**src/hdl/vrc_defines.svh**
```systemverilog
// Constants for the voltage reference control block
// Notes on behaviour
// - Writing one to the enable bit turns the fixed reference on, and it stays off while the bit is zero.
// - Once enabled, the ready flag is set after the reference and buffer have settled, which here is immediate.
// - The ready flag reads one when the reference is usable and zero when it is not ready or not enabled.
// - Gain field 11 selects 4x, 10 selects 2x, 01 selects 1x and 00 turns the buffer off.
// - The gain field both enables the converter-path buffer and selects its gain, apart from other paths.
// - The buffered reference is offered to the converter as positive reference and as an input channel.
// - Enable sits at bit 7, ready at bit 6, gain at bits 1:0, bits 5:2 are unimplemented, all clear on reset.
`ifndef VRC_DEFINES_SVH
`define VRC_DEFINES_SVH
`define VRC_ADDR_W 12
`define VRC_CTRL_ADDR 12'h90C
`define VRC_EN_BIT 7
`define VRC_RDY_BIT 6
`define VRC_GAIN_HI 1
`define VRC_GAIN_LO 0
`define VRC_UNIMPL_HI 5
`define VRC_UNIMPL_LO 2
`define VRC_GAIN_RESET 2'h0
`define VRC_SETTLE_CYCLES 1
`define VRC_GAIN_OFF 2'h0
`define VRC_GAIN_X1 2'h1
`define VRC_GAIN_X2 2'h2
`define VRC_GAIN_X4 2'h3
`endif

```
**src/hdl/vrc_pkg.sv**
```systemverilog
// Types for the voltage reference control block
package vrc_pkg;
  typedef logic [1:0] vrc_gain_type;
  typedef logic [7:0] vrc_data_type;
  typedef logic [11:0] vrc_addr_type;
endpackage

```
**src/hdl/vrc_control.sv**
```systemverilog
// Register and control logic for the fixed voltage reference
`timescale 1ns/1ps
`include "vrc_defines.svh"
module vrc_control (
  // Clock and reset
  input wire logic clk,
  input wire logic nrst,
  // Register port
  input wire vrc_pkg::vrc_addr_type addr,
  input wire vrc_pkg::vrc_data_type wrData,
  input wire logic wrStrobe,
  input wire logic rdStrobe,
  output vrc_pkg::vrc_data_type rdData,
  // Analog controls
  output logic referenceEnable,
  output logic bufferEnable,
  output vrc_pkg::vrc_gain_type converterBufferGain,
  output logic converterRefValid
);
  import vrc_pkg::*;

  logic enable_q;
  logic enable_d;
  vrc_gain_type gain_q;
  vrc_gain_type gain_d;
  logic ready_q;
  logic ready_d;
  vrc_data_type rdData_d;
  logic ctrlHit;

  // Address decode and next values
  assign ctrlHit = (addr == `VRC_CTRL_ADDR);
  assign enable_d = (wrStrobe && ctrlHit) ? wrData[`VRC_EN_BIT] : enable_q;
  assign gain_d = (wrStrobe && ctrlHit) ? wrData[`VRC_GAIN_HI:`VRC_GAIN_LO] : gain_q;
  assign ready_d = enable_d;

  // Read data: bits 5:2 read zero, unmapped reads zero
  always_comb begin
    rdData_d = '0;
    if (rdStrobe && ctrlHit) begin
      rdData_d[`VRC_EN_BIT] = enable_q;
      rdData_d[`VRC_RDY_BIT] = ready_q;
      rdData_d[`VRC_GAIN_HI:`VRC_GAIN_LO] = gain_q;
    end
  end

  // Control register
  always_ff @(posedge clk or negedge nrst) begin
    if (!nrst) begin
      enable_q <= 1'b0;
      gain_q <= `VRC_GAIN_RESET;
      ready_q <= 1'b0;
    end else begin
      enable_q <= enable_d;
      gain_q <= gain_d;
      ready_q <= ready_d;
    end
  end

  // Registered outputs toward the analog reference and converter
  always_ff @(posedge clk or negedge nrst) begin
    if (!nrst) begin
      rdData <= '0;
      referenceEnable <= 1'b0;
      bufferEnable <= 1'b0;
      converterBufferGain <= `VRC_GAIN_OFF;
      converterRefValid <= 1'b0;
    end else begin
      rdData <= rdData_d;
      referenceEnable <= enable_d;
      bufferEnable <= (gain_d != `VRC_GAIN_OFF);
      converterBufferGain <= gain_d;
      converterRefValid <= enable_d && (gain_d != `VRC_GAIN_OFF);
    end
  end
endmodule // vrc_control

```
**config.mk**
```make
export PLATFORM = sky130hd
export DESIGN_NAME = vrc_control
export DESIGN_NICKNAME = d
export VERILOG_FILES = /design/src/hdl/vrc_pkg.sv /design/src/hdl/vrc_control.sv
export VERILOG_INCLUDE_DIRS = /design/src /design/src/hdl
export SDC_FILE = /design/constraint.sdc
export NUM_CORES = 1
export LEC_CHECK = 0
export ABC_AREA = 1
export BUFFER_PORTS_ARGS = -buffer_cell sky130_fd_sc_hd__buf_2
export CORE_AREA = 5 5 42 44
export DETAILED_ROUTE_END_ITERATION = 7
export DIE_AREA = 0 0 47 49
export GPL_TIMING_DRIVEN = 0
export HOLD_SLACK_MARGIN = 0.02
export PLACE_DENSITY = 0.74
export SETUP_SLACK_MARGIN = 0.02
export SYNTH_ARGS = -nofsm -noshare
export SYNTH_HDL_FRONTEND = slang
export SYNTH_SLANG_ARGS = --single-unit
```
**constraint.sdc**
```tcl
create_clock -name clk -period 0.8 [get_ports clk]
set_input_delay 0.16 -clock clk [delete_from_list [all_inputs] [get_ports clk]]
set_output_delay 0.16 -clock clk [all_outputs]
set_load 0.005 [all_outputs]
```
==> impl_metrics.env, run 1 <==
export IMPL_outcome="finished, violations left"
export IMPL_violations="negative setup slack"
export IMPL_cts_sinks=8
export IMPL_grt_pass1_wl_mm=1.49
export IMPL_htreeDepth=1
export IMPL_clock_latency_ps=250
export IMPL_setup_ws_ps=-208
export IMPL_rsz0062_at_grt="yes"
export IMPL_power_density_mw_per_mm2=1180
export IMPL_fin_nets=115
export IMPL_rows=14
export IMPL_drtIter0Drc=3
export IMPL_routed_wl_met3_um=136
export IMPL_final_util=0.512
export IMPL_hold_slack_ps=137
export IMPL_layout_min_cycle_time_ps=1010
export IMPL_synth_area_leaders="dfrtp_1 46%, inv_1 9.5%, nand2_1 9.5%"
export IMPL_vdd_drop_max_mv=0.422
export IMPL_yosys_warnings=0
export IMPL_overflow=0
export IMPL_fin_cells=105
export IMPL_required_ps=640
export IMPL_total_power_w=0.000843
export IMPL_dpl_instance_area_um2=618
export IMPL_fp_dieH_um=49
export IMPL_drv_slew=0
export IMPL_grt_max_degree=9
export IMPL_worst_setup_path_start_kind="flip-flop"
export IMPL_dp_cells=101
export IMPL_antenna_found_initial=0
export IMPL_synthFlopType="dfrtp_1"
export IMPL_critPathMaxFanout=2
export IMPL_drive_above_1_share=0.596
export IMPL_dieArea_mm2=0.00230
export IMPL_routedLengthMet1_um=345
export IMPL_fmax_ghz=0.992
export IMPL_synth_top_area_share=0.462
export IMPL_setup_viol=9
export IMPL_core_area_mm2=0.00140
export IMPL_syn_area_um2=433
export IMPL_layout_worst_path_cycle_share=1.26
export IMPL_diodes=0
export IMPL_synth_top_area_cell="dfrtp_1"
export IMPL_max_cap_violations=0
export IMPL_start_util=0.309
export IMPL_drc=0
export IMPL_port_buffers=27
export IMPL_hold_viol_final=0
export IMPL_via_per_inst=4.20
export IMPL_grt_usage=0.0921
export IMPL_via_count=441
export IMPL_wirelength_um=982
export IMPL_wl_met2_um=464
export IMPL_root_buffer="clkbuf_4"
export IMPL_ys_types=15
export IMPL_synth_seq_area_share=0.462
export IMPL_wl_per_cell_um=9.35
export IMPL_detail_route_antenna_nets=0
export IMPL_end_kind="output pin"
export IMPL_final_cell_area_um2=717
export IMPL_grt_pass1_vias=423
export IMPL_cts_made_buffers=3
export IMPL_synth_async_sr_flop_share=1.00
export IMPL_die_x_um=47
export IMPL_avgSynthCellArea_um2=7.87
export IMPL_synth_edf_count=0
export IMPL_critPathKind="flip-flop to output pin"
export IMPL_ys_ff_latch=8
export IMPL_crit_arrival_ps=850
export IMPL_cts_tree="done"
export IMPL_synthTopCellsByCount="11 x inv_1, 11 x nand2_1, 8 x dfrtp_1, 8 x nor2_1, 5 x buf_4"
export IMPL_syn_inst=55
export IMPL_routed_top_layer="met4"
export IMPL_hold_path_class="primary input to flip-flop"
export IMPL_gp_congestion=0.726
export IMPL_skew_ps=2.79
export IMPL_cts_max_path_buffers=2
export IMPL_p_leak_nw=0.375
export IMPL_io_pins=37
export IMPL_firstDrtPassIters=2
export IMPL_path_clk_slew_ps=50
export IMPL_area_growth_pct=65.6
[cell families (layout without fill, tap and decap cells)]
family,count (synthesis),in the layout,share of synthesized area
and+or+nand+nor,28,28,0.315
buffers and inverters,16,47,0.182
DFF,8,8,0.462
AOI/OAI and AO/OA,2,2,0.0318
other,1,4,0.00866
[timing repair]
action / CTS / global route
endpoints found under the setup margin: 10 / 12
buffers inserted: 0 / 0
hold buffers: 1 / 0
resized for setup: 4 / 13
hold endpoints to repair: 8 / 0
pin swaps: 1 / 10
[final timing paths]
path / slack (ps) / cells after the start / start / endpoint
worst max-delay path: -210 / 2 / rdData[6] / rdData[7]
worst min-delay path: 140 / 3 / wrData[7] / referenceEnable
worst max register to register: 50 / 4 / converterBufferGain[1] / bufferEnable
worst min register to register: 520 / 2 / referenceEnable / rdData[6]
max in group asynchronous: 370 / 2 / nrst / bufferEnable
min in group asynchronous: 270 / 2 / nrst / converterBufferGain[0]
[through the flow]
| step | setup slack (ps) | setup TNS (ps) |
|---|---|---|
| global placement | -248 | -1300 |
| detailed placement | -262 | -1390 |
| floorplan | -67.3 | -110 |
| CTS | -224 | -1110 |
| global route | -240 | -1350 |
| finish | -208 | -1030 |
[area by class of cell]
type                    count  area, um^2
plain buffers               5        41.3
multi-input cells          34         211
fillers                   142         684
clock buffers               3        22.5
repair buffers             28         180
well taps                  16        20.0
inverters                  11        41.3
flip-flops and latches      8         200
[placed cells by master, fill, tap and decap left out]
cell type | synthesis | layout
o21ai_2 | 0 | 1
conb_1 | 1 | 4
nor2_1 | 8 | 6
inv_1 | 11 | 7
nand3_4 | 0 | 1
a21oi_2 | 1 | 1
nor3_1 | 1 | 1
buf_4 | 5 | 4
nand2_1 | 11 | 5
nor2_4 | 1 | 4
clkbuf_4 | 0 | 3
inv_2 | 0 | 4
dfrtp_1 | 8 | 8
buf_2 | 0 | 22
nand4_1 | 3 | 3
and2b_1 | 1 | 1
dlygate4sd3_1 | 0 | 1
buf_8 | 0 | 1
nand2_2 | 1 | 7
buf_6 | 0 | 5
[routing by layer]
metal,vias to the layer above,track usage
met5,-,0
met4,0,0.0829
met3,5,0.0369
met2,28,0.147
met1,184,0.0828
li1,224,-
[worst max-delay path: stages (launching register included)]
cell and delay, ps:
dfrtp_1 380, buf_6 120, buf_6 100
[power by group]
group,switching (W),internal [W],total (W),leakage (nW)
Sequential,0.000000481,0.000406,0.000407,0.0857
Combinational,0.0000595,0.0000774,0.000137,0.276
Clock,0.000128,0.000171,0.000299,0.0138
[flip-flops by register name, indices dropped and copies added (netlist names)]
register	cells
converterBufferGain	2
converterRefValid	1
bufferEnable	1
rdData	3
referenceEnable	1
Note: power is estimated with default switching activity, not from simulation.
==> run 2: changes to the inputs <==
ABC_AREA = 0   (was 1)
PLACE_DENSITY = 0.72   (was 0.74)
==> run 2 against run 1 <==
  * The run still ends with negative setup slack left
  * First-iteration DRC count down 33%
  * Critical path type is now primary input to flip-flop
  * Non-clock buffer count up 6
  * Via count down 14%
  * Sequential cell count unchanged
  * Wire length down 9.5%
  * Combinational power down 19%
  * Sequential share of layout area up 0.70 points
  * Synthesized cell count down 38%
  * Synthesized area down 4.9%
  * Sequential power about the same
  * Design area down 2.4%
==> impl_metrics.env, run 2 <==
export IMPL_outcome="finished, violations left"
export IMPL_violations="negative setup slack"
export IMPL_fmax_ghz=0.705
export IMPL_gp_congestion=0.702
export IMPL_critical_path_cell_chain="buf_6, or4_4, or4_4, mux2_4"
export IMPL_internal_power_w=0.000649
export IMPL_dpl_instance_area_um2=597
export IMPL_drtIter0Drc=2
export IMPL_wirelength_um=889
export IMPL_start_util=0.294
export IMPL_top_regs="rdData x3, converterBufferGain x2"
export IMPL_die_x_um=47
export IMPL_yosys_warnings=0
export IMPL_antenna_found_initial=0
export IMPL_setup_viol=17
export IMPL_pwr_share_comb=0.137
export IMPL_end_kind="flip-flop"
export IMPL_power_density_mw_per_mm2=1160
export IMPL_crit_slowest_cell="or4_4"
export IMPL_ys_ff_latch=8
export IMPL_grt_pass1_wl_mm=1.39
export IMPL_synth_async_sr_flop_share=1.00
export IMPL_synth_seq_area_share=0.486
export IMPL_syn_inst=34
export IMPL_path_clk_slew_ps=50
export IMPL_vdd_drop_max_mv=0.460
export IMPL_layout_worst_path_cycle_share=1.77
export IMPL_seq_power_share=0.501
export IMPL_switchingPower_w=0.000164
export IMPL_dieArea_mm2=0.00230
export IMPL_ys_types=14
export IMPL_max_cap_violations=0
export IMPL_detail_route_antenna_nets=0
export IMPL_synthFlopType="dfrtp_1"
export IMPL_hold_path_class="primary input to flip-flop"
export IMPL_largest_reg_flops=3
export IMPL_core_area_mm2=0.00140
export IMPL_cts_made_buffers=3
export IMPL_root_buffer="clkbuf_4"
export IMPL_synth_top_area_cell="dfrtp_1"
export IMPL_total_power_w=0.000813
export IMPL_most_common_layout_cells="23 x buf_2, 10 x buf_4, 8 x dfrtp_1, 5 x buf_6, 4 x conb_1"
export IMPL_drive_above_1_share=0.658
export IMPL_layout_commonest_cell="buf_2"
export IMPL_port_buffers=27
export IMPL_syn_area_um2=412
export IMPL_switching_share=0.201
export IMPL_p_leak_nw=0.416
export IMPL_skew_ps=0.744
export IMPL_cts_sinks=8
export IMPL_synth_top_area_share=0.486
export IMPL_fp_dieH_um=49
export IMPL_synth_edf_count=0
export IMPL_cts_max_path_buffers=2
export IMPL_wl_per_cell_um=9.99
export IMPL_crit_arrival_ps=1550
export IMPL_critPathKind="primary input to flip-flop"
export IMPL_synthTopCellsByCount="8 x dfrtp_1, 5 x buf_4, 3 x and2_1, 3 x mux2_4"
export IMPL_cts_tree="done"
export IMPL_setup_ws_ps=-619
export IMPL_fin_nets=99
export IMPL_diodes=0
export IMPL_r2r_slack_ps=-80
export IMPL_grt_usage=0.0856
export IMPL_cpMostUsedCell="or4_4"
export IMPL_dpl_hpwl_um=765
export IMPL_layout_min_cycle_time_ps=1420
export IMPL_rsz0062_at_grt="yes"
export IMPL_critPathMaxFanout=5
export IMPL_via_count=381
export IMPL_avgSynthCellArea_um2=12.1
export IMPL_pre_cts_slack_ps=-973
export IMPL_cp_slowest_stage_delay_ps=510
export IMPL_drv_slew=0
export IMPL_rows=14
export IMPL_grt_max_degree=9
export IMPL_clock_latency_ps=250
export IMPL_required_ps=930
export IMPL_top_register="rdData"
export IMPL_htreeDepth=1
export IMPL_io_pins=37
export IMPL_area_growth_pct=69.9
export IMPL_grt_pass1_vias=380
export IMPL_firstDrtPassIters=2
export IMPL_final_cell_area_um2=699
export IMPL_clockPowerShare=0.362
export IMPL_synth_most_common_cell="dfrtp_1"
export IMPL_overflow=0
export IMPL_synth_area_leaders="dfrtp_1 49%, mux2_4 11%, buf_4 9.1%"
export IMPL_via_per_inst=4.28
export IMPL_worst_setup_path_start_kind="primary input"
export IMPL_drc=0
export IMPL_hold_viol_final=0
-- run 2: cell count changes in the layout (fill, tap and decap cells not counted), sizes merged, moves of 2 or more --
| cell | change |
|---|---|
| nand2 | -12 |
| or4 | +2 |
| buf | +6 |
| inv | -10 |
| nand4bb | +2 |
| nand4 | -3 |
| and2 | +3 |
| nor2 | -8 |
| mux2i | +2 |
| mux2 | +3 |
-- run 2: critical path, delay by kind of cell --
family | cells | cell delay [ps]
multiplexers | 1 | 310
buffers and inverters | 1 | 90
AND/OR/NAND/NOR | 2 | 990
-- run 2: power groups by stage --
stage / Combinational [W] / Clock [W] / Sequential, W
after floorplan: 0.0000345 / 0 / 0.000414
after global placement: 0.0000887 / 0 / 0.000414
after detailed placement: 0.0000914 / 0 / 0.000414
after CTS: 0.000106 / 0.000308 / 0.000407
after global routing: 0.000123 / 0.000344 / 0.000406
final: 0.000111 / 0.000294 / 0.000407
-- run 2: cell families after synthesis --
group / count (synthesis) / share of synthesized area
buf+inv: 7 / 0.128
flops: 8 / 0.486
compound gates: 2 / 0.0243
simple gates: 11 / 0.195
mux: 5 / 0.158
other cells: 1 / 0.00911
-- run 2: worst paths after layout --
| check | cells after the start | endpoint | start |
|---|---|---|---|
| max | 4 | referenceEnable | addr[5] |
| min | 2 | referenceEnable | wrData[7] |
| max reg2reg | 2 | converterBufferGain[1] | converterBufferGain[1] |
| min reg2reg | 2 | rdData[0] | converterBufferGain[0] |
| max in group asynchronous | 2 | referenceEnable | nrst |
| min in group asynchronous | 2 | converterBufferGain[0] | nrst |
-- run 2: cell type report --
type,instances,area (um^2)
well taps,16,20.0
repair buffers,34,215
inverters,1,3.75
clock buffers,3,22.5
fillers,139,702
flip-flops and latches,8,200
multi-input cells,22,196
plain buffers,5,41.3
-- run 2: metrics by stage --
stage	setup TNS [ps]	hold slack (ps)	std cells	util
after floorplan	-4890	-136	37	-
after global routing	-4860	152	89	0.499
after detailed placement	-6180	4.58	80	0.426
after global placement	-6080	-1.61	80	0.426
final	-4340	159	89	0.499
after CTS	-4410	156	89	0.492
-- run 2: what timing repair did --
item                       4_1_cts  5_1_grt
buffers inserted                 6        0
hold endpoints to repair         8        0
cloned                           0        0
hold buffers                     1        0
setup endpoints to repair       17       17
gates resized for setup          5        2
pin swaps                        4        2
-- run 2: per-layer routing --
metal  track usage  part of all wire  up-vias
met3        0.0221              0.11        2
met1        0.0781              0.33      168
met2         0.140              0.54       23
met4        0.0829             0.021        0
li1              -                 -      188
met5             0                 0        -
==> run 3: changes to the inputs <==
HOLD_SLACK_MARGIN = 0.08   (was 0.02)
clock period = 1.6 ns   (was 0.8 ns; I/O delays follow)
==> run 3 against run 2 <==
  * Clock skew is 0.54 ps lower
  * Largest cell class unchanged
  * Cell count fell by 3.4%
  * Via count is 3.7% lower
  * Count of clock-buffer cells in the layout stayed put
  * Highest routed layer is now met3
  * The run now ends clean
  * Setup slack improved by 620 ps
  * First-iteration DRC count decreased by 100%
  * Register-to-register slack better by 880 ps
  * Sequential power is 50% lower
==> impl_metrics.env, run 3 (same netlist as run 2, synthesis figures left out) <==
export IMPL_grt_pass1_vias=417
export IMPL_overflow=0
export IMPL_worst_setup_path_start_kind="primary input"
export IMPL_path_buf_inv=1
export IMPL_via_per_inst=4.27
export IMPL_rows=14
export IMPL_io_pins=37
export IMPL_clockPowerShare=0.359
export IMPL_path_clk_slew_ps=50
export IMPL_required_ps=1730
export IMPL_pwr_share_comb=0.128
export IMPL_drive_above_1_share=0.629
export IMPL_critical_path_cell_chain="buf_6, or4_4, or4_4, mux2_4"
export IMPL_p_leak_nw=0.387
export IMPL_multi_input_area_um2=178
export IMPL_dieArea_mm2=0.00230
export IMPL_diodes=0
export IMPL_cts_tree="done"
export IMPL_cpMostUsedCell="or4_4"
export IMPL_grt_pass1_wl_mm=1.52
export IMPL_setup_viol=0
export IMPL_pre_cts_slack_ps=-317
export IMPL_rsz0062_at_grt="yes"
export IMPL_wl_per_cell_um=10.5
export IMPL_critPathKind="primary input to flip-flop"
export IMPL_cp_top_family="simple AND/OR/NAND/NOR gates"
export IMPL_hold_viol_final=0
export IMPL_grt_usage=0.0907
export IMPL_drv_slew=0
export IMPL_layout_worst_path_cycle_share=0.997
export IMPL_end_kind="flip-flop"
export IMPL_seq_power_share=0.513
export IMPL_root_buffer="clkbuf_4"
export IMPL_drtIter0Drc=0
export IMPL_gp_congestion=0.683
export IMPL_fp_dieH_um=49
export IMPL_switchingPower_w=0.0000753
export IMPL_die_x_um=47
export IMPL_drc=0
export IMPL_area_growth_pct=55.9
export IMPL_cp_slowest_stage_delay_ps=510
export IMPL_cts_made_buffers=3
export IMPL_outcome="finished clean"
export IMPL_hold_path_class="primary input to flip-flop"
export IMPL_critPathMaxFanout=5
export IMPL_cts_sinks=8
export IMPL_skew_ps=0.201
export IMPL_via_count=367
export IMPL_r2r_slack_ps=800
export IMPL_top_register="rdData"
export IMPL_switching_share=0.190
export IMPL_total_power_w=0.000397
export IMPL_fin_nets=96
export IMPL_crit_slowest_cell="or4_4"
export IMPL_grt_max_degree=9
export IMPL_start_util=0.294
export IMPL_internal_power_w=0.000322
export IMPL_final_cell_area_um2=642
export IMPL_port_buffers=27
export IMPL_htreeDepth=1
export IMPL_fillers=146
export IMPL_wirelength_um=907
export IMPL_fmax_ghz=0.627
export IMPL_largest_reg_flops=3
export IMPL_dpl_instance_area_um2=578
export IMPL_core_area_mm2=0.00140
export IMPL_crit_arrival_ps=1720
export IMPL_top_regs="rdData x3, converterBufferGain x2"
export IMPL_setup_ws_ps=5.57
export IMPL_firstDrtPassIters=1
export IMPL_final_seq_area_um2=200
export IMPL_vdd_drop_max_mv=0.166
export IMPL_detail_route_antenna_nets=0
export IMPL_cts_max_path_buffers=2
export IMPL_clock_latency_ps=240
export IMPL_power_density_mw_per_mm2=618
export IMPL_antenna_found_initial=0
export IMPL_layout_min_cycle_time_ps=1590
export IMPL_max_cap_violations=0
export IMPL_layout_commonest_cell="buf_2"
export IMPL_most_common_layout_cells="25 x buf_2, 8 x buf_4, 8 x dfrtp_1, 4 x conb_1"
run 3: cell count changes in the layout (fill, tap and decap cells not counted), sizes merged:
cell,change
buf,-3
run 3: power by group through the flow:
stage	Sequential [W]	Clock [W]	Combinational (W)
after CTS	0.000204	0.000148	0.0000466
after floorplan	0.000207	0	0.0000157
after global routing	0.000203	0.000165	0.0000580
after global placement	0.000207	0	0.0000417
final	0.000204	0.000142	0.0000508
after detailed placement	0.000207	0	0.0000431
run 3: path summary, 6_finish.rpt:
kind	from	endpoint	cells past startpoint
min	wrData[7]	referenceEnable	2
max	addr[5]	converterBufferGain[1]	4
min in group asynchronous	nrst	converterBufferGain[1]	2
max in group asynchronous	nrst	rdData[6]	2
max reg2reg	converterBufferGain[1]	converterBufferGain[1]	1
min reg2reg	referenceEnable	rdData[6]	1
run 3: routing by layer:
metal	global-route usage	vias up	part of all wire
li1	-	182	-
met1	0.0828	163	0.33
met2	0.165	22	0.54
met3	0.0221	0	0.13
met4	0.0553	0	0
met5	0	-	0
run 3: what timing repair did:
item / CTS / global route
setup buffers: 2 / 1
endpoints found under the hold margin: 8 / 0
gates resized for setup: 1 / 3
endpoints found under the setup margin: 3 / 5
hold buffers: 1 / 0
run 3: metrics by stage:
stage	TNS [ps]	cells	hold WS, ps	util
2_1_floorplan	-546	37	24.4	-
3_3_place_gp	-1330	80	158	0.413
3_5_place_dp	-1480	80	166	0.413
4_1_cts	-120	86	327	0.451
5_1_grt	-0.260	86	325	0.458
6_report	0	86	332	0.458
run 3: final cells by class:
| class | instances | share of cell area |
|---|---|---|
| timing repair buffer | 31 | 0.281 |
| inverter | 1 | 0.00585 |
| tap | 16 | 0.0312 |
| sequential | 8 | 0.312 |
| buffer | 5 | 0.0585 |
| clock buffer | 3 | 0.0351 |
| multi-input combinational | 22 | 0.277 |
